<file path="src/logic/sdc_pkg.sv">
// constants shared by the sigma-delta converter control block
package sdc_pkg;
    // clock rate of aclk in hertz
    localparam int unsigned CLK_HZ = 10_000_000;
    // register byte offsets
    localparam logic [7:0] OFF_RES_HI = 8'h00;
    localparam logic [7:0] OFF_RES_MID = 8'h04;
    localparam logic [7:0] OFF_RES_LO = 8'h08;
    localparam logic [7:0] OFF_CTL1 = 8'h0C;
    localparam logic [7:0] OFF_CTL2 = 8'h10;
    localparam logic [7:0] OFF_CTL3 = 8'h14;
    localparam logic [7:0] OFF_NET1 = 8'h18;
    localparam logic [7:0] OFF_NET2 = 8'h1C;
    localparam logic [7:0] OFF_STAT = 8'h20;
    localparam logic [7:0] OFF_MISC = 8'h24;
    // reset values
    localparam logic [7:0] RST_REG = 8'h00;
    // field positions
    localparam int CTL1_EN = 7;
    localparam int CTL1_TEST = 6;
    localparam int CTL1_CHOP = 5;
    localparam int CTL2_VRG = 3;
    localparam int NET1_SHORT = 1;
    localparam int STAT_DONE = 0;
    localparam int STAT_RUN = 1;
    localparam int MISC_RST = 0;
    localparam int MISC_IE = 1;
    localparam int MISC_PRE_LSB = 2;
    // decimation ratio is 2**(code + OSR_BASE_LOG2)
    localparam int OSR_BASE_LOG2 = 5;
    localparam logic [3:0] OSR_MAX_CODE = 4'hA;
    // sample clock divisor is 2**(code + PRE_BASE_LOG2)
    localparam int PRE_BASE_LOG2 = 3;
    // full scale result is 2**FS_LOG2
    localparam int FS_LOG2 = 22;
    localparam int ACC_W = 32;
    localparam int DIV_W = 11;
    localparam int DEC_W = 15;
    // bus answers
    localparam logic [1:0] RESP_OKAY = 2'h0;
    localparam logic [1:0] RESP_SLVERR = 2'h2;
endpackage : sdc_pkg

</file>
<file path="src/logic/sdc_top.sv">
// sigma-delta converter control, comb decimator and register slave
//
// The AXI4-Lite interface to the registers and the address map were chosen for this implementation.
`timescale 1ns/1ps
module sdc_top (
    // clock and reset
    input wire logic aclk,
    input wire logic aresetn,
    // write address channel
    input wire logic [7:0] s_axi_awaddr,
    input wire logic s_axi_awvalid,
    output logic s_axi_awready,
    // write data channel
    input wire logic [31:0] s_axi_wdata,
    input wire logic [3:0] s_axi_wstrb,
    input wire logic s_axi_wvalid,
    output logic s_axi_wready,
    // write response channel
    output logic [1:0] s_axi_bresp,
    output logic s_axi_bvalid,
    input wire logic s_axi_bready,
    // read address channel
    input wire logic [7:0] s_axi_araddr,
    input wire logic s_axi_arvalid,
    output logic s_axi_arready,
    // read data channel
    output logic [31:0] s_axi_rdata,
    output logic [1:0] s_axi_rresp,
    output logic s_axi_rvalid,
    input wire logic s_axi_rready,
    // modulator side
    input wire logic mod_bit,
    output logic modulator_sample_clock,
    output logic modulator_reset,
    output logic converter_power_up,
    // analog controls
    output logic [5:0] gain_sel,
    output logic signed [2:0] dc_offset_quarters,
    output logic reference_halve,
    output logic chopper_bypass,
    output logic test_gain_bit,
    output logic input_short,
    output logic [7:0] pos_input_sel,
    output logic [7:0] neg_input_sel,
    output logic [3:0] pos_ref_sel,
    output logic [3:0] neg_ref_sel,
    output logic [3:0] swap_route,
    // event flag and its enable, gated with the global enable outside
    output logic conversion_done_flag,
    output logic conversion_irq_enable
);
    typedef struct packed {
        logic aw_have;
        logic [7:0] aw_addr;
        logic w_have;
        logic [7:0] w_data;
        logic w_lane0;
        logic bvalid;
        logic [1:0] bresp;
        logic rvalid;
        logic [1:0] rresp;
        logic [7:0] rdata;
        logic [7:0] ctl1;
        logic [7:0] ctl2;
        logic [7:0] ctl3;
        logic [7:0] net1;
        logic [7:0] net2;
        logic [7:0] misc;
        logic [23:0] result;
        logic done;
        logic tick;
        logic [sdc_pkg::DIV_W-1:0] div_cnt;
        logic [sdc_pkg::DEC_W-1:0] dec_cnt;
        logic [sdc_pkg::ACC_W-1:0] int1;
        logic [sdc_pkg::ACC_W-1:0] int2;
        logic [sdc_pkg::ACC_W-1:0] comb1;
        logic [sdc_pkg::ACC_W-1:0] comb2;
    } sdc_state_s;

    sdc_state_s q;
    sdc_state_s d;

    // scale sinc2 output of gain R*R down or up to full scale 2**22
    function automatic logic [23:0] sdc_scale(input logic [31:0] v, input logic [3:0] code);
        logic signed [31:0] s;
        int sh;
        s = v;
        sh = 2 * (int'(code) + sdc_pkg::OSR_BASE_LOG2) - sdc_pkg::FS_LOG2;
        if (sh >= 0) begin
            s = s >>> sh;
        end else begin
            s = s <<< (-sh);
        end
        return s[23:0];
    endfunction : sdc_scale

    // local copies of the counter widths, declared before the casts that use them
    localparam int DIV_W = sdc_pkg::DIV_W;
    localparam int DEC_W = sdc_pkg::DEC_W;

    logic [3:0] osr_code;
    logic [2:0] pre_code;
    logic [sdc_pkg::DIV_W-1:0] div_last;
    logic [sdc_pkg::DEC_W-1:0] dec_last;
    logic filt_hold;
    logic wr_go;
    logic done_clr;
    logic [sdc_pkg::ACC_W-1:0] x;
    logic [sdc_pkg::ACC_W-1:0] i1n;
    logic [sdc_pkg::ACC_W-1:0] i2n;
    logic [sdc_pkg::ACC_W-1:0] d1;

    // ratio code above the last documented one is clamped
    assign osr_code = (q.ctl3[7:4] > sdc_pkg::OSR_MAX_CODE) ? sdc_pkg::OSR_MAX_CODE : q.ctl3[7:4];
    assign pre_code = q.misc[sdc_pkg::MISC_PRE_LSB+2:sdc_pkg::MISC_PRE_LSB];
    assign div_last = DIV_W'((1 << (int'(pre_code) + sdc_pkg::PRE_BASE_LOG2)) - 1);
    assign dec_last = DEC_W'((1 << (int'(osr_code) + sdc_pkg::OSR_BASE_LOG2)) - 1);
    // reset bit or a cleared enable holds the filter
    assign filt_hold = q.misc[sdc_pkg::MISC_RST] | ~q.ctl1[sdc_pkg::CTL1_EN];
    assign wr_go = q.aw_have & q.w_have & ~q.bvalid;
    assign done_clr = wr_go & q.w_lane0 & (q.aw_addr == sdc_pkg::OFF_STAT)
        & q.w_data[sdc_pkg::STAT_DONE];

    // bus handshakes come straight from state
    assign s_axi_awready = ~q.aw_have;
    assign s_axi_wready = ~q.w_have;
    assign s_axi_arready = ~q.rvalid;
    assign s_axi_bvalid = q.bvalid;
    assign s_axi_bresp = q.bresp;
    assign s_axi_rvalid = q.rvalid;
    assign s_axi_rresp = q.rresp;
    assign s_axi_rdata = {24'h000000, q.rdata};

    // next state: bus slave, registers, divider and decimator
    always_comb begin
        d = q;
        x = mod_bit ? 32'h00000001 : 32'hFFFFFFFF;
        i1n = q.int1 + x;
        i2n = q.int2 + i1n;
        d1 = i2n - q.comb1;
        // write channels are taken in either order
        if (s_axi_awvalid && !q.aw_have) begin
            d.aw_have = 1'b1;
            d.aw_addr = s_axi_awaddr;
        end
        if (s_axi_wvalid && !q.w_have) begin
            d.w_have = 1'b1;
            d.w_data = s_axi_wdata[7:0];
            d.w_lane0 = s_axi_wstrb[0];
        end
        if (q.bvalid && s_axi_bready) begin
            d.bvalid = 1'b0;
        end
        if (wr_go) begin
            d.aw_have = 1'b0;
            d.w_have = 1'b0;
            d.bvalid = 1'b1;
            d.bresp = sdc_pkg::RESP_OKAY;
            case (q.aw_addr)
                sdc_pkg::OFF_CTL1: if (q.w_lane0) d.ctl1 = q.w_data & 8'hE7;
                sdc_pkg::OFF_CTL2: if (q.w_lane0) d.ctl2 = q.w_data & 8'h0F;
                sdc_pkg::OFF_CTL3: if (q.w_lane0) d.ctl3 = q.w_data & 8'hF0;
                sdc_pkg::OFF_NET1: if (q.w_lane0) d.net1 = q.w_data & 8'hFE;
                sdc_pkg::OFF_NET2: if (q.w_lane0) d.net2 = q.w_data & 8'h7E;
                sdc_pkg::OFF_MISC: if (q.w_lane0) d.misc = q.w_data & 8'h1F;
                // result bytes ignore writes; status is write-one-to-clear
                sdc_pkg::OFF_STAT, sdc_pkg::OFF_RES_HI,
                sdc_pkg::OFF_RES_MID, sdc_pkg::OFF_RES_LO: d.bresp = sdc_pkg::RESP_OKAY;
                default: d.bresp = sdc_pkg::RESP_SLVERR;
            endcase
        end
        // read side: one outstanding read, answered the cycle after
        if (q.rvalid && s_axi_rready) begin
            d.rvalid = 1'b0;
        end
        if (s_axi_arvalid && !q.rvalid) begin
            d.rvalid = 1'b1;
            d.rresp = sdc_pkg::RESP_OKAY;
            case (s_axi_araddr)
                sdc_pkg::OFF_RES_HI: d.rdata = q.result[23:16];
                sdc_pkg::OFF_RES_MID: d.rdata = q.result[15:8];
                sdc_pkg::OFF_RES_LO: d.rdata = q.result[7:0];
                sdc_pkg::OFF_CTL1: d.rdata = q.ctl1;
                sdc_pkg::OFF_CTL2: d.rdata = q.ctl2;
                sdc_pkg::OFF_CTL3: d.rdata = q.ctl3;
                sdc_pkg::OFF_NET1: d.rdata = q.net1;
                sdc_pkg::OFF_NET2: d.rdata = q.net2;
                sdc_pkg::OFF_STAT: d.rdata = {6'h00, ~filt_hold, q.done};
                sdc_pkg::OFF_MISC: d.rdata = q.misc;
                default: begin
                    d.rdata = 8'h00;
                    d.rresp = sdc_pkg::RESP_SLVERR;
                end
            endcase
        end
        // clear first so that a same-cycle completion wins
        if (done_clr) begin
            d.done = 1'b0;
        end
        d.tick = 1'b0;
        if (filt_hold) begin
            // modulator and filter held while reset or off
            d.div_cnt = '0;
            d.dec_cnt = '0;
            d.int1 = '0;
            d.int2 = '0;
            d.comb1 = '0;
            d.comb2 = '0;
        end else begin
            // sample enable pulse from the prescaler
            if (q.div_cnt >= div_last) begin
                d.div_cnt = '0;
                d.tick = 1'b1;
            end else begin
                d.div_cnt = q.div_cnt + 1'b1;
            end
            if (q.tick) begin
                // two integrators run at the sample rate
                d.int1 = i1n;
                d.int2 = i2n;
                if (q.dec_cnt >= dec_last) begin
                    // one comb step per decimation period
                    d.dec_cnt = '0;
                    d.comb1 = i2n;
                    d.comb2 = d1;
                    // whole 24-bit word stored in one cycle
                    d.result = sdc_scale(d1 - q.comb2, osr_code);
                    // flag set on every stored result
                    d.done = 1'b1;
                end else begin
                    d.dec_cnt = q.dec_cnt + 1'b1;
                end
            end
        end
    end

    // single state register, synchronous active-low reset
    always_ff @(posedge aclk) begin
        if (!aresetn) begin
            q <= '0;
        end else begin
            q <= d;
        end
    end

    // power follows the enable bit; run also needs the reset bit clear
    assign converter_power_up = q.ctl1[sdc_pkg::CTL1_EN];
    assign modulator_reset = filt_hold;
    assign modulator_sample_clock = q.tick;
    assign conversion_done_flag = q.done;
    assign conversion_irq_enable = q.misc[sdc_pkg::MISC_IE];
    assign test_gain_bit = q.ctl1[sdc_pkg::CTL1_TEST];
    assign chopper_bypass = q.ctl1[sdc_pkg::CTL1_CHOP];
    assign reference_halve = q.ctl2[sdc_pkg::CTL2_VRG];
    assign input_short = q.net1[sdc_pkg::NET1_SHORT];
    // signed quarters; codes 000 and 100 both give zero
    assign dc_offset_quarters = q.ctl2[2] ? -$signed({1'b0, q.ctl2[1:0]})
        : $signed({1'b0, q.ctl2[1:0]});

    // analog selector decodes; all but swap_route set at most one bit so the pads never see two paths, swap_route sets two
    always_comb begin
        // gain one-hot: bit0 half .. bit5 sixteen, 000 and 111 none
        gain_sel = 6'h00;
        if (q.ctl1[2:0] != 3'h0 && q.ctl1[2:0] != 3'h7) begin
            gain_sel[q.ctl1[2:0] - 3'h1] = 1'b1;
        end
        // bits 0..3 inputs 0,2,4,6; 4 half, 5 quarter, 6 supply, 7 ground
        pos_input_sel = 8'h00;
        pos_input_sel[q.net1[7:5]] = 1'b1;
        // bits 0..3 inputs 1,3,5,7; 6 common mode; 7 ground
        neg_input_sel = 8'h00;
        if (q.net1[4:3] != 2'h2) begin
            neg_input_sel[q.net1[4:2]] = 1'b1;
        end
        // positive: supply, common mode, in0, in1
        pos_ref_sel = 4'h0;
        pos_ref_sel[q.net2[6:5]] = 1'b1;
        neg_ref_sel = 4'h0;
        neg_ref_sel[q.net2[2:1]] = 1'b1;
        case (q.net2[4:3])
            2'h0: swap_route = 4'h9;
            2'h1: swap_route = 4'h5;
            2'h2: swap_route = 4'hA;
            2'h3: swap_route = 4'h6;
            default: swap_route = 4'h9;
        endcase
    end

    // helper: cycles since the last sample tick, saturating at 15
    logic [3:0] since_upd;
    always_ff @(posedge aclk) begin
        if (!aresetn || q.tick) begin
            since_upd <= 4'h0;
        end else if (since_upd != 4'hF) begin
            since_upd <= since_upd + 4'h1;
        end
    end

    a_done_on_result: assert property (
        @(posedge aclk) disable iff (!aresetn)
        $changed(q.result) |-> q.done)
        else $error("result stored without done flag");
    a_result_on_tick: assert property (
        @(posedge aclk) disable iff (!aresetn)
        $changed(q.result) |-> $past(q.tick) && $past(q.dec_cnt) == $past(dec_last))
        else $error("result changed outside a decimation boundary");
    a_hold_clears: assert property (
        @(posedge aclk) disable iff (!aresetn)
        filt_hold |=> q.int1 == '0 && q.dec_cnt == '0 && !q.tick)
        else $error("filter not held in reset");
    a_set_beats_clear: assert property (
        @(posedge aclk) disable iff (!aresetn)
        done_clr && d.result != q.result |=> q.done)
        else $error("completion lost against clear");
    a_power_follows: assert property (
        @(posedge aclk) disable iff (!aresetn)
        !converter_power_up |-> modulator_reset ##1 $stable(q.result))
        else $error("converter ran while disabled");
    a_gain_onehot: assert property (
        @(posedge aclk) disable iff (!aresetn)
        q.ctl1[2:0] == 3'h2 |-> gain_sel == 6'h02)
        else $error("unity gain misdecoded");
    a_swap_route: assert property (
        @(posedge aclk) disable iff (!aresetn)
        q.net2[4:3] == 2'h3 |-> swap_route == 4'h6)
        else $error("swap misdecoded");
    a_neg_unused: assert property (
        @(posedge aclk) disable iff (!aresetn)
        q.net1[4:3] == 2'h2 |-> neg_input_sel == 8'h00)
        else $error("unused negative code selected a path");
    a_tick_spacing: assert property (
        @(posedge aclk) disable iff (!aresetn)
        q.tick && !filt_hold && $stable(pre_code) |=> !q.tick [*7])
        else $error("sample enable faster than prescaler allows");
    a_offset_zero: assert property (
        @(posedge aclk) disable iff (!aresetn)
        q.ctl2[1:0] == 2'h0 |-> dc_offset_quarters == 3'sd0)
        else $error("zero offset misdecoded");
    a_bresp_soon: assert property (
        @(posedge aclk) disable iff (!aresetn)
        wr_go |=> s_axi_bvalid)
        else $error("write not answered");
    a_since_used: assert property (
        @(posedge aclk) disable iff (!aresetn)
        $changed(q.result) |-> since_upd == 4'h0)
        else $error("result moved away from a sample edge");
endmodule : sdc_top

</file>
<file path="config.mk">
export PLATFORM = sky130hd
export DESIGN_NAME = sdc_top
export DESIGN_NICKNAME = d
export VERILOG_FILES = /design/src/logic/sdc_pkg.sv /design/src/logic/sdc_top.sv
export SDC_FILE = /design/constraint.sdc
export NUM_CORES = 1
export LEC_CHECK = 0
export BUFFER_PORTS_ARGS = -buffer_cell sky130_fd_sc_hd__buf_2
export CAP_MARGIN = 20
export CORE_MARGIN = 1.5
export CORE_UTILIZATION = 60
export DETAILED_ROUTE_END_ITERATION = 10
export PLACE_DENSITY = 0.88
export SETUP_SLACK_MARGIN = 0.1
export SLEW_MARGIN = 20
export SYNTH_ARGS = -nofsm -noshare
export SYNTH_HDL_FRONTEND = slang
export SYNTH_SLANG_ARGS = --single-unit
</file>
<file path="constraint.sdc">
create_clock -name aclk -period 20.3 [get_ports aclk]
set_input_delay 4.06 -clock aclk [delete_from_list [all_inputs] [get_ports aclk]]
set_output_delay 4.06 -clock aclk [all_outputs]
set_load 0.02 [all_outputs]
</file>
==> reports/results.tsv, run 1 <==
stage	metric	value	unit
run_status	status	completed	
synth	synth_enable_flop_cells	0	
synth	yosysWarnings	0	
sta	final-max-slew-violation-count	0	
global_routing	grt_overflow	0	
clocking	cts_sinks	243	
clocking	cts_htree_levels	1	
clocking	cts_buffers	28	
critical_path	slowest_delay	0.56	ns
global_routing	groute.usage.overall	32.6	%
critical_path	worstPathArrival	13.74	ns
clocking	clkTransAtPathRegs	0.07	ns
clocking	cts_resized	0	
synth	synth_top_area_share	24.0	%
critical_path	critical_path_required	20.75	ns
route	drtIter0Drc	1652	
cells_and_area	syn_to_final_growth	6.77	%
route	drc	0	
floorplan	die_area	34900	µm²
power_and_ir_drop	clkPwrFrac	42.9	%
power_and_ir_drop	finalPower	1.30	mW
floorplan	start_util	60.7	%
sta	tns	0	ns
clocking	clockBufferDepth	3	
power_and_ir_drop	combPwrFrac	19.9	%
synth	synthDistinctLibCells	108	
critical_path	cp_common_cell	a21oi_1	
critical_path	crit_slowest_cell	a2111oi_1	
sta	fin_ws	7.01	ns
synth	synth_area_per_cell	7.77	µm²
global_routing	grt_max_degree	94	
critical_path	endpoint_kind	register	
clocking	clock_latency	0.58	ns
clocking	cts_root_buffer	clkbuf_16	
sta	setup_viol	0	
placement	detailed_place_hpwl	42.7	mm
global_routing	grt_antenna_before_repair	0	
synth	netlist_top_cells_area	dfxtp_1, ha_1, mux2i_1	
global_routing	grt_pass1_vias	18800	
sta	hold_viol	0	
synth	ys.flop_type	dfxtp_1	
route	routed_via_density	6.31	
worst_hold_path	hold_class	register to register	
sta	relSlewSlack	21.8	%
clocking	hold_buffers	0	
cells_and_area	final_util	64.9	%
power_and_ir_drop	leakage	8.84	nW
power_and_ir_drop	peakVddDrop	0.0000640	V
route	routed_wl	58.7	mm
floorplan	io_pins	147	
power_and_ir_drop	power.density	59.9	nW/µm²
synth	synth_seq_cells	243	
synth	netlist_area	20300	µm²
route	ant_nets	0	
sta	period_needed	13.29	ns
cells_and_area	fill_cells	2791	
cells_and_area	antennaDiodeCount	0	
power_and_ir_drop	switching_share	29.8	%
sta	rsz0062_at_grt	no	
sta	fmax	0.0752	GHz
synth	ys_seq_area_share	24.0	%
job	max_cap_viol_count	0	
cells_and_area	seq_area	4870	µm²
placement	gp_congestion	0.946	
floorplan	rows	67	
sta	whs	0.449	ns
floorplan	dieWidth	187	µm
sta	fin_skew	0.0341	ns
synth	synthCells	2608	
synth	post-synth-top-area-cell	dfxtp_1	
sta	fin_crit_sh	65.5	%
route	dr.pass1.iters	6	
sta	worst_pin_slew	1.16	ns
route	wl_per_cell	19.0	µm
critical_path	critPathMaxFanout	33	
synth	synthArstFlopShare	0	%
clocking	cts_setup_buffers	0	
critical_path	timing_worst_setup_path_type	input port to register	
global_routing	grt_pass1_wl	94.6	mm
critical_path	critPathLaunchType	input port	
placement	port_buffers	91	
power_and_ir_drop	switchingPower	0.387	mW
route	vias	19500	
power_and_ir_drop	internal_power	0.910	mW
floorplan	core	33400	µm²
power_and_ir_drop	p_seq_share	37.2	%
clocking	tritoncts	yes	
cells_and_area	nets	2848	
floorplan	die_y	187	µm
cells_and_area	post_route_cells_drive_above_1_share	9.48	%
placement	place_worst_setup_slack	6.63	ns
cells_and_area	multi_input_area	14100	µm²
==> worst paths after layout <==
| kind | startpoint | to | slack, ns | cells past startpoint |
|---|---|---|---|---|
| hold / removal | q[143] | q[143] | 0.45 | 1 |
| hold reg to reg | q[143] | q[143] | 0.45 | 1 |
| setup / recovery | mod_bit | q[159] | 7.01 | 41 |
| setup reg to reg | q[96] | q[159] | 10.55 | 38 |
==> synth_stat cells, types with 9 or more instances <==
cell and n:
nand3b_1 10, buf_4 41, and2_1 18, nor3_1 42, nand2b_1 22, or2_2 10, nand2_1 240, inv_1 127
clkbuf_1 97, o21ai_0 182, a31oi_1 45, or3_1 18, nor2_1 272, a21boi_0 21, nand4_1 22, mux2_2 10
o211ai_1 32, a22oi_1 20, nand3_1 77, o21bai_1 16, o21a_1 32, nor2b_1 72, xor2_1 42, clkbuf_8 20
nor3b_1 13, a221oi_1 11, a211o_1 10, a21oi_1 140, and3_1 35, o31ai_1 10, a211oi_1 22, mux2i_1 115
xnor2_1 100, a31o_2 9, dfxtp_1 243, ha_1 168, a21o_1 64
==> flip-flops by register name, indices dropped and copies added, names as in the netlist <==
signal	count
chopper_bypass	1
conversion_done_flag	1
conversion_irq_enable	1
converter_power_up	1
input_short	1
modulator_sample_clock	1
pre_code	3
q	220
reference_halve	1
s_axi_bresp	1
s_axi_bvalid	1
s_axi_rdata	8
s_axi_rresp	1
s_axi_rvalid	1
test_gain_bit	1
==> cell type report <==
cell class | instances | area share, %
clock buffers | 34 | 3.58
clock inverters | 18 | 1.07
inverters | 130 | 2.26
multi-input cells | 2097 | 64.9
flip-flops and latches | 243 | 22.5
well taps | 448 | 2.59
repair buffers | 116 | 3.06
==> stage by stage <==
step / area, µm² / std cells
2_1_floorplan: 20400 / 2636
3_3_place_gp: 20600 / 3033
4_1_cts: 21600 / 3085
5_1_grt: 21600 / 3086
6_report: 21600 / 3086
3_5_place_dp: 20600 / 3033
==> cell families (layout without fill, tap and decap cells) <==
| kind of cell | count (synthesis) | in the layout | share of synthesized area [%] |
|---|---|---|---|
| xor+xnor | 142 | 142 | 6.14 |
| fa+ha+maj | 172 | 172 | 10.8 |
| buf+inv | 296 | 298 | 7.27 |
| other cells | 2 | 30 | 0.0371 |
| compound gates | 749 | 749 | 25.0 |
| simple gates | 879 | 879 | 20.5 |
| flops | 243 | 243 | 24.0 |
| mux | 125 | 125 | 6.24 |
==> placed cells by master, fill, tap and decap left out, drive strengths merged, types with 22 or more instances in the layout <==
master | Yosys | layout
o211ai | 33 | 33
xnor2 | 100 | 100
nor3 | 43 | 43
a31oi | 45 | 45
nand4 | 22 | 22
nor2 | 272 | 272
nor2b | 73 | 73
nand2b | 22 | 22
a21oi | 143 | 143
inv | 128 | 129
a21o | 70 | 70
o21ai | 187 | 187
nand2 | 242 | 242
a211oi | 27 | 27
dfxtp | 243 | 243
nand3 | 78 | 78
ha | 168 | 168
o21a | 32 | 32
and3 | 38 | 38
clkbuf | 117 | 34
buf | 49 | 116
conb | 2 | 30
xor2 | 42 | 42
mux2i | 115 | 115
==> power groups by stage <==
stage               Combinational (mW)  Clock [mW]  Sequential (mW)
floorplan                        0.196           0            0.493
global placement                 0.242           0            0.493
detailed placement               0.249           0            0.493
CTS                              0.251       0.556            0.483
global route                     0.279       0.574            0.483
finish                           0.258       0.556            0.483
==> worst max-delay path, delay by kind of cell <==
kind	cells	cell delay [ns]
buffers and inverters	3	0.36
and+or+nand+nor	7	1.31
AOI/OAI and AO/OA	24	5.81
adders and majority gates	4	1.58
xor gates and xnor gates	3	0.57
==> routing by layer <==
metal / global-route usage [%] / wire length [µm] / vias up
met5: 0 / 0 / -
met4: 13.9 / 2490 / 0
met3: 3.31 / 3320 / 162
met2: 58.0 / 28600 / 706
met1: 40.0 / 24400 / 9296
li1: - / - / 9308
No activity file was read; power rests on OpenSTA's default activity.
==> run 2, diff against run 1 <==
==> constraint.sdc (replaced) <==
create_clock -name aclk -period 13.6 [get_ports aclk]
set_input_delay 2.72 -clock aclk [delete_from_list [all_inputs] [get_ports aclk]]
set_output_delay 2.72 -clock aclk [all_outputs]
set_load 0.02 [all_outputs]
==> run 2 against run 1 <==
Clock skew shrank 0.012 ns. Clock power grew 44%. Cell count barely moved. Highest routed layer is now met5.
==> reports/results.tsv, run 2 (synthesized netlist as in run 1, its figures left out) <==
stage	metric	value	unit
run_status	status	completed	
sta	relSlewSlack	16.8	%
sta	fin_skew	0.0219	ns
placement	port_buffers	91	
clocking	clock_latency	0.57	ns
sta	period_needed	11.79	ns
route	drc	0	
power_and_ir_drop	leakage	8.83	nW
clocking	cts_sinks	243	
placement	detailed_place_hpwl	41.6	mm
route	routed_via_density	6.25	
critical_path	critical_path_required	14.04	ns
clocking	cts_setup_buffers	0	
power_and_ir_drop	peakVddDrop	0.0000875	V
floorplan	rows	67	
power_and_ir_drop	switchingPower	0.566	mW
cells_and_area	regMostFlops	q	
cells_and_area	fill_cells	2830	
sta	tns	0	ns
cells_and_area	nets	2847	
clocking	cts_root_buffer	clkbuf_16	
critical_path	critPathMaxFanout	19	
clocking	cts_resized	0	
route	drtIter0Drc	1727	
cells_and_area	largest_reg_flops	220	
sta	rsz0062_at_grt	no	
route	routed_wl	56.9	mm
clocking	cts_htree_levels	1	
global_routing	grt_pass1_wl	93.1	mm
route	ant_nets	0	
route	vias	19300	
critical_path	cp_common_cell	a21oi_1	
floorplan	core	33400	µm²
clocking	clkTransAtPathRegs	0.06	ns
power_and_ir_drop	power.density	88.1	nW/µm²
global_routing	grt_overflow	0	
floorplan	die_y	187	µm
global_routing	grt_pass1_vias	18700	
placement	placedCellCount	3031	
floorplan	start_util	60.7	%
sta	fmax	0.0848	GHz
critical_path	timing_worst_setup_path_type	input port to register	
clocking	tritoncts	yes	
cells_and_area	final_cell_count_no_fill	3084	
floorplan	io_pins	147	
floorplan	die_area	34900	µm²
power_and_ir_drop	p_seq_share	37.9	%
global_routing	groute.usage.overall	31.8	%
clocking	hold_buffers	0	
sta	worst_pin_slew	1.23	ns
power_and_ir_drop	switching_share	29.7	%
clocking	clockBufferDepth	3	
route	wl_per_cell	18.5	µm
job	max_cap_viol_count	0	
cells_and_area	final_common_cell	nor2_1	
critical_path	endpoint_kind	register	
cells_and_area	syn_to_final_growth	6.51	%
sta	final-max-slew-violation-count	0	
sta	whs	0.448	ns
placement	gp_congestion	0.951	
clocking	cts_buffers	29	
cells_and_area	mostFrequentLayoutCells	nor2_1, dfxtp_1, nand2_1	
sta	fin_crit_sh	86.7	%
power_and_ir_drop	combPwrFrac	20.0	%
floorplan	dieWidth	187	µm
sta	hold_viol	0	
power_and_ir_drop	clkPwrFrac	42.1	%
critical_path	critPathLaunchType	input port	
sta	setup_viol	0	
critical_path	crit_slowest_cell	a2111oi_1	
critical_path	slowest_delay	0.59	ns
cells_and_area	final_util	64.7	%
global_routing	grt_antenna_before_repair	1	
global_routing	grt_max_degree	94	
critical_path	worstPathArrival	12.23	ns
cells_and_area	post_route_cells_drive_above_1_share	9.33	%
route	dr.pass1.iters	6	
cells_and_area	antennaDiodeCount	0	
power_and_ir_drop	internal_power	1.34	mW
worst_hold_path	hold_class	register to register	
run 2: cell count changes in the layout (fill, tap and decap cells not counted), sizes merged:
cell / delta
bufinv: -2
clkinvlp: -5
clkinv: +3
clkbuf: +5
inv: -1
buf: -2
run 2: final cells by class:
type	count	area (µm²)	area share, %
multi-input combinational	2097	14100	65.1
sequential	243	4870	22.6
clock buffer	39	823	3.81
timing repair buffer	114	641	2.97
tap	448	561	2.60
inverter	130	488	2.26
clock inverter	13	154	0.713
run 2: final timing paths:
kind | slack [ns] | cells past startpoint | from | to
setup / recovery | 1.81 | 40 | mod_bit | q[159]
hold / removal | 0.45 | 1 | q[143] | q[143]
setup reg to reg | 3.96 | 38 | q[96] | q[159]
hold reg to reg | 0.45 | 1 | q[143] | q[143]
run 2: power by group through the flow:
| stage | sequential (mW) | clock [mW] | combinational [mW] |
|---|---|---|---|
| after floorplan | 0.735 | 0 | 0.293 |
| after global placement | 0.736 | 0 | 0.360 |
| after detailed placement | 0.736 | 0 | 0.368 |
| after CTS | 0.721 | 0.810 | 0.371 |
| after global routing | 0.721 | 0.836 | 0.416 |
| final | 0.721 | 0.801 | 0.381 |
run 2: worst max-delay path, delay by kind of cell:
| family | cells | cell delay (ns) |
|---|---|---|
| AND/OR/NAND/NOR | 8 | 1.52 |
| adder cells (fa/ha/maj) | 4 | 1.63 |
| XOR/XNOR | 3 | 0.63 |
| AO/OA/AOI/OAI | 23 | 5.42 |
| buffers and inverters | 2 | 0.29 |
run 2: per-layer routing:
metal / GRT usage, % / wire (µm)
met1: 38.7 / 23700
met2: 56.9 / 28000
met3: 3.31 / 3100
met4: 13.5 / 2180
met5: 0 / 13
run 2: metrics by stage:
stage               setup slack (ns)  cell area (µm²)  power (mW)
global route                    1.22            21600        1.97
global placement                1.66            20600        1.10
detailed placement              1.48            20600        1.10
floorplan                       2.60            20400        1.03
CTS                             1.98            21600        1.90
finish                          1.81            21600        1.90
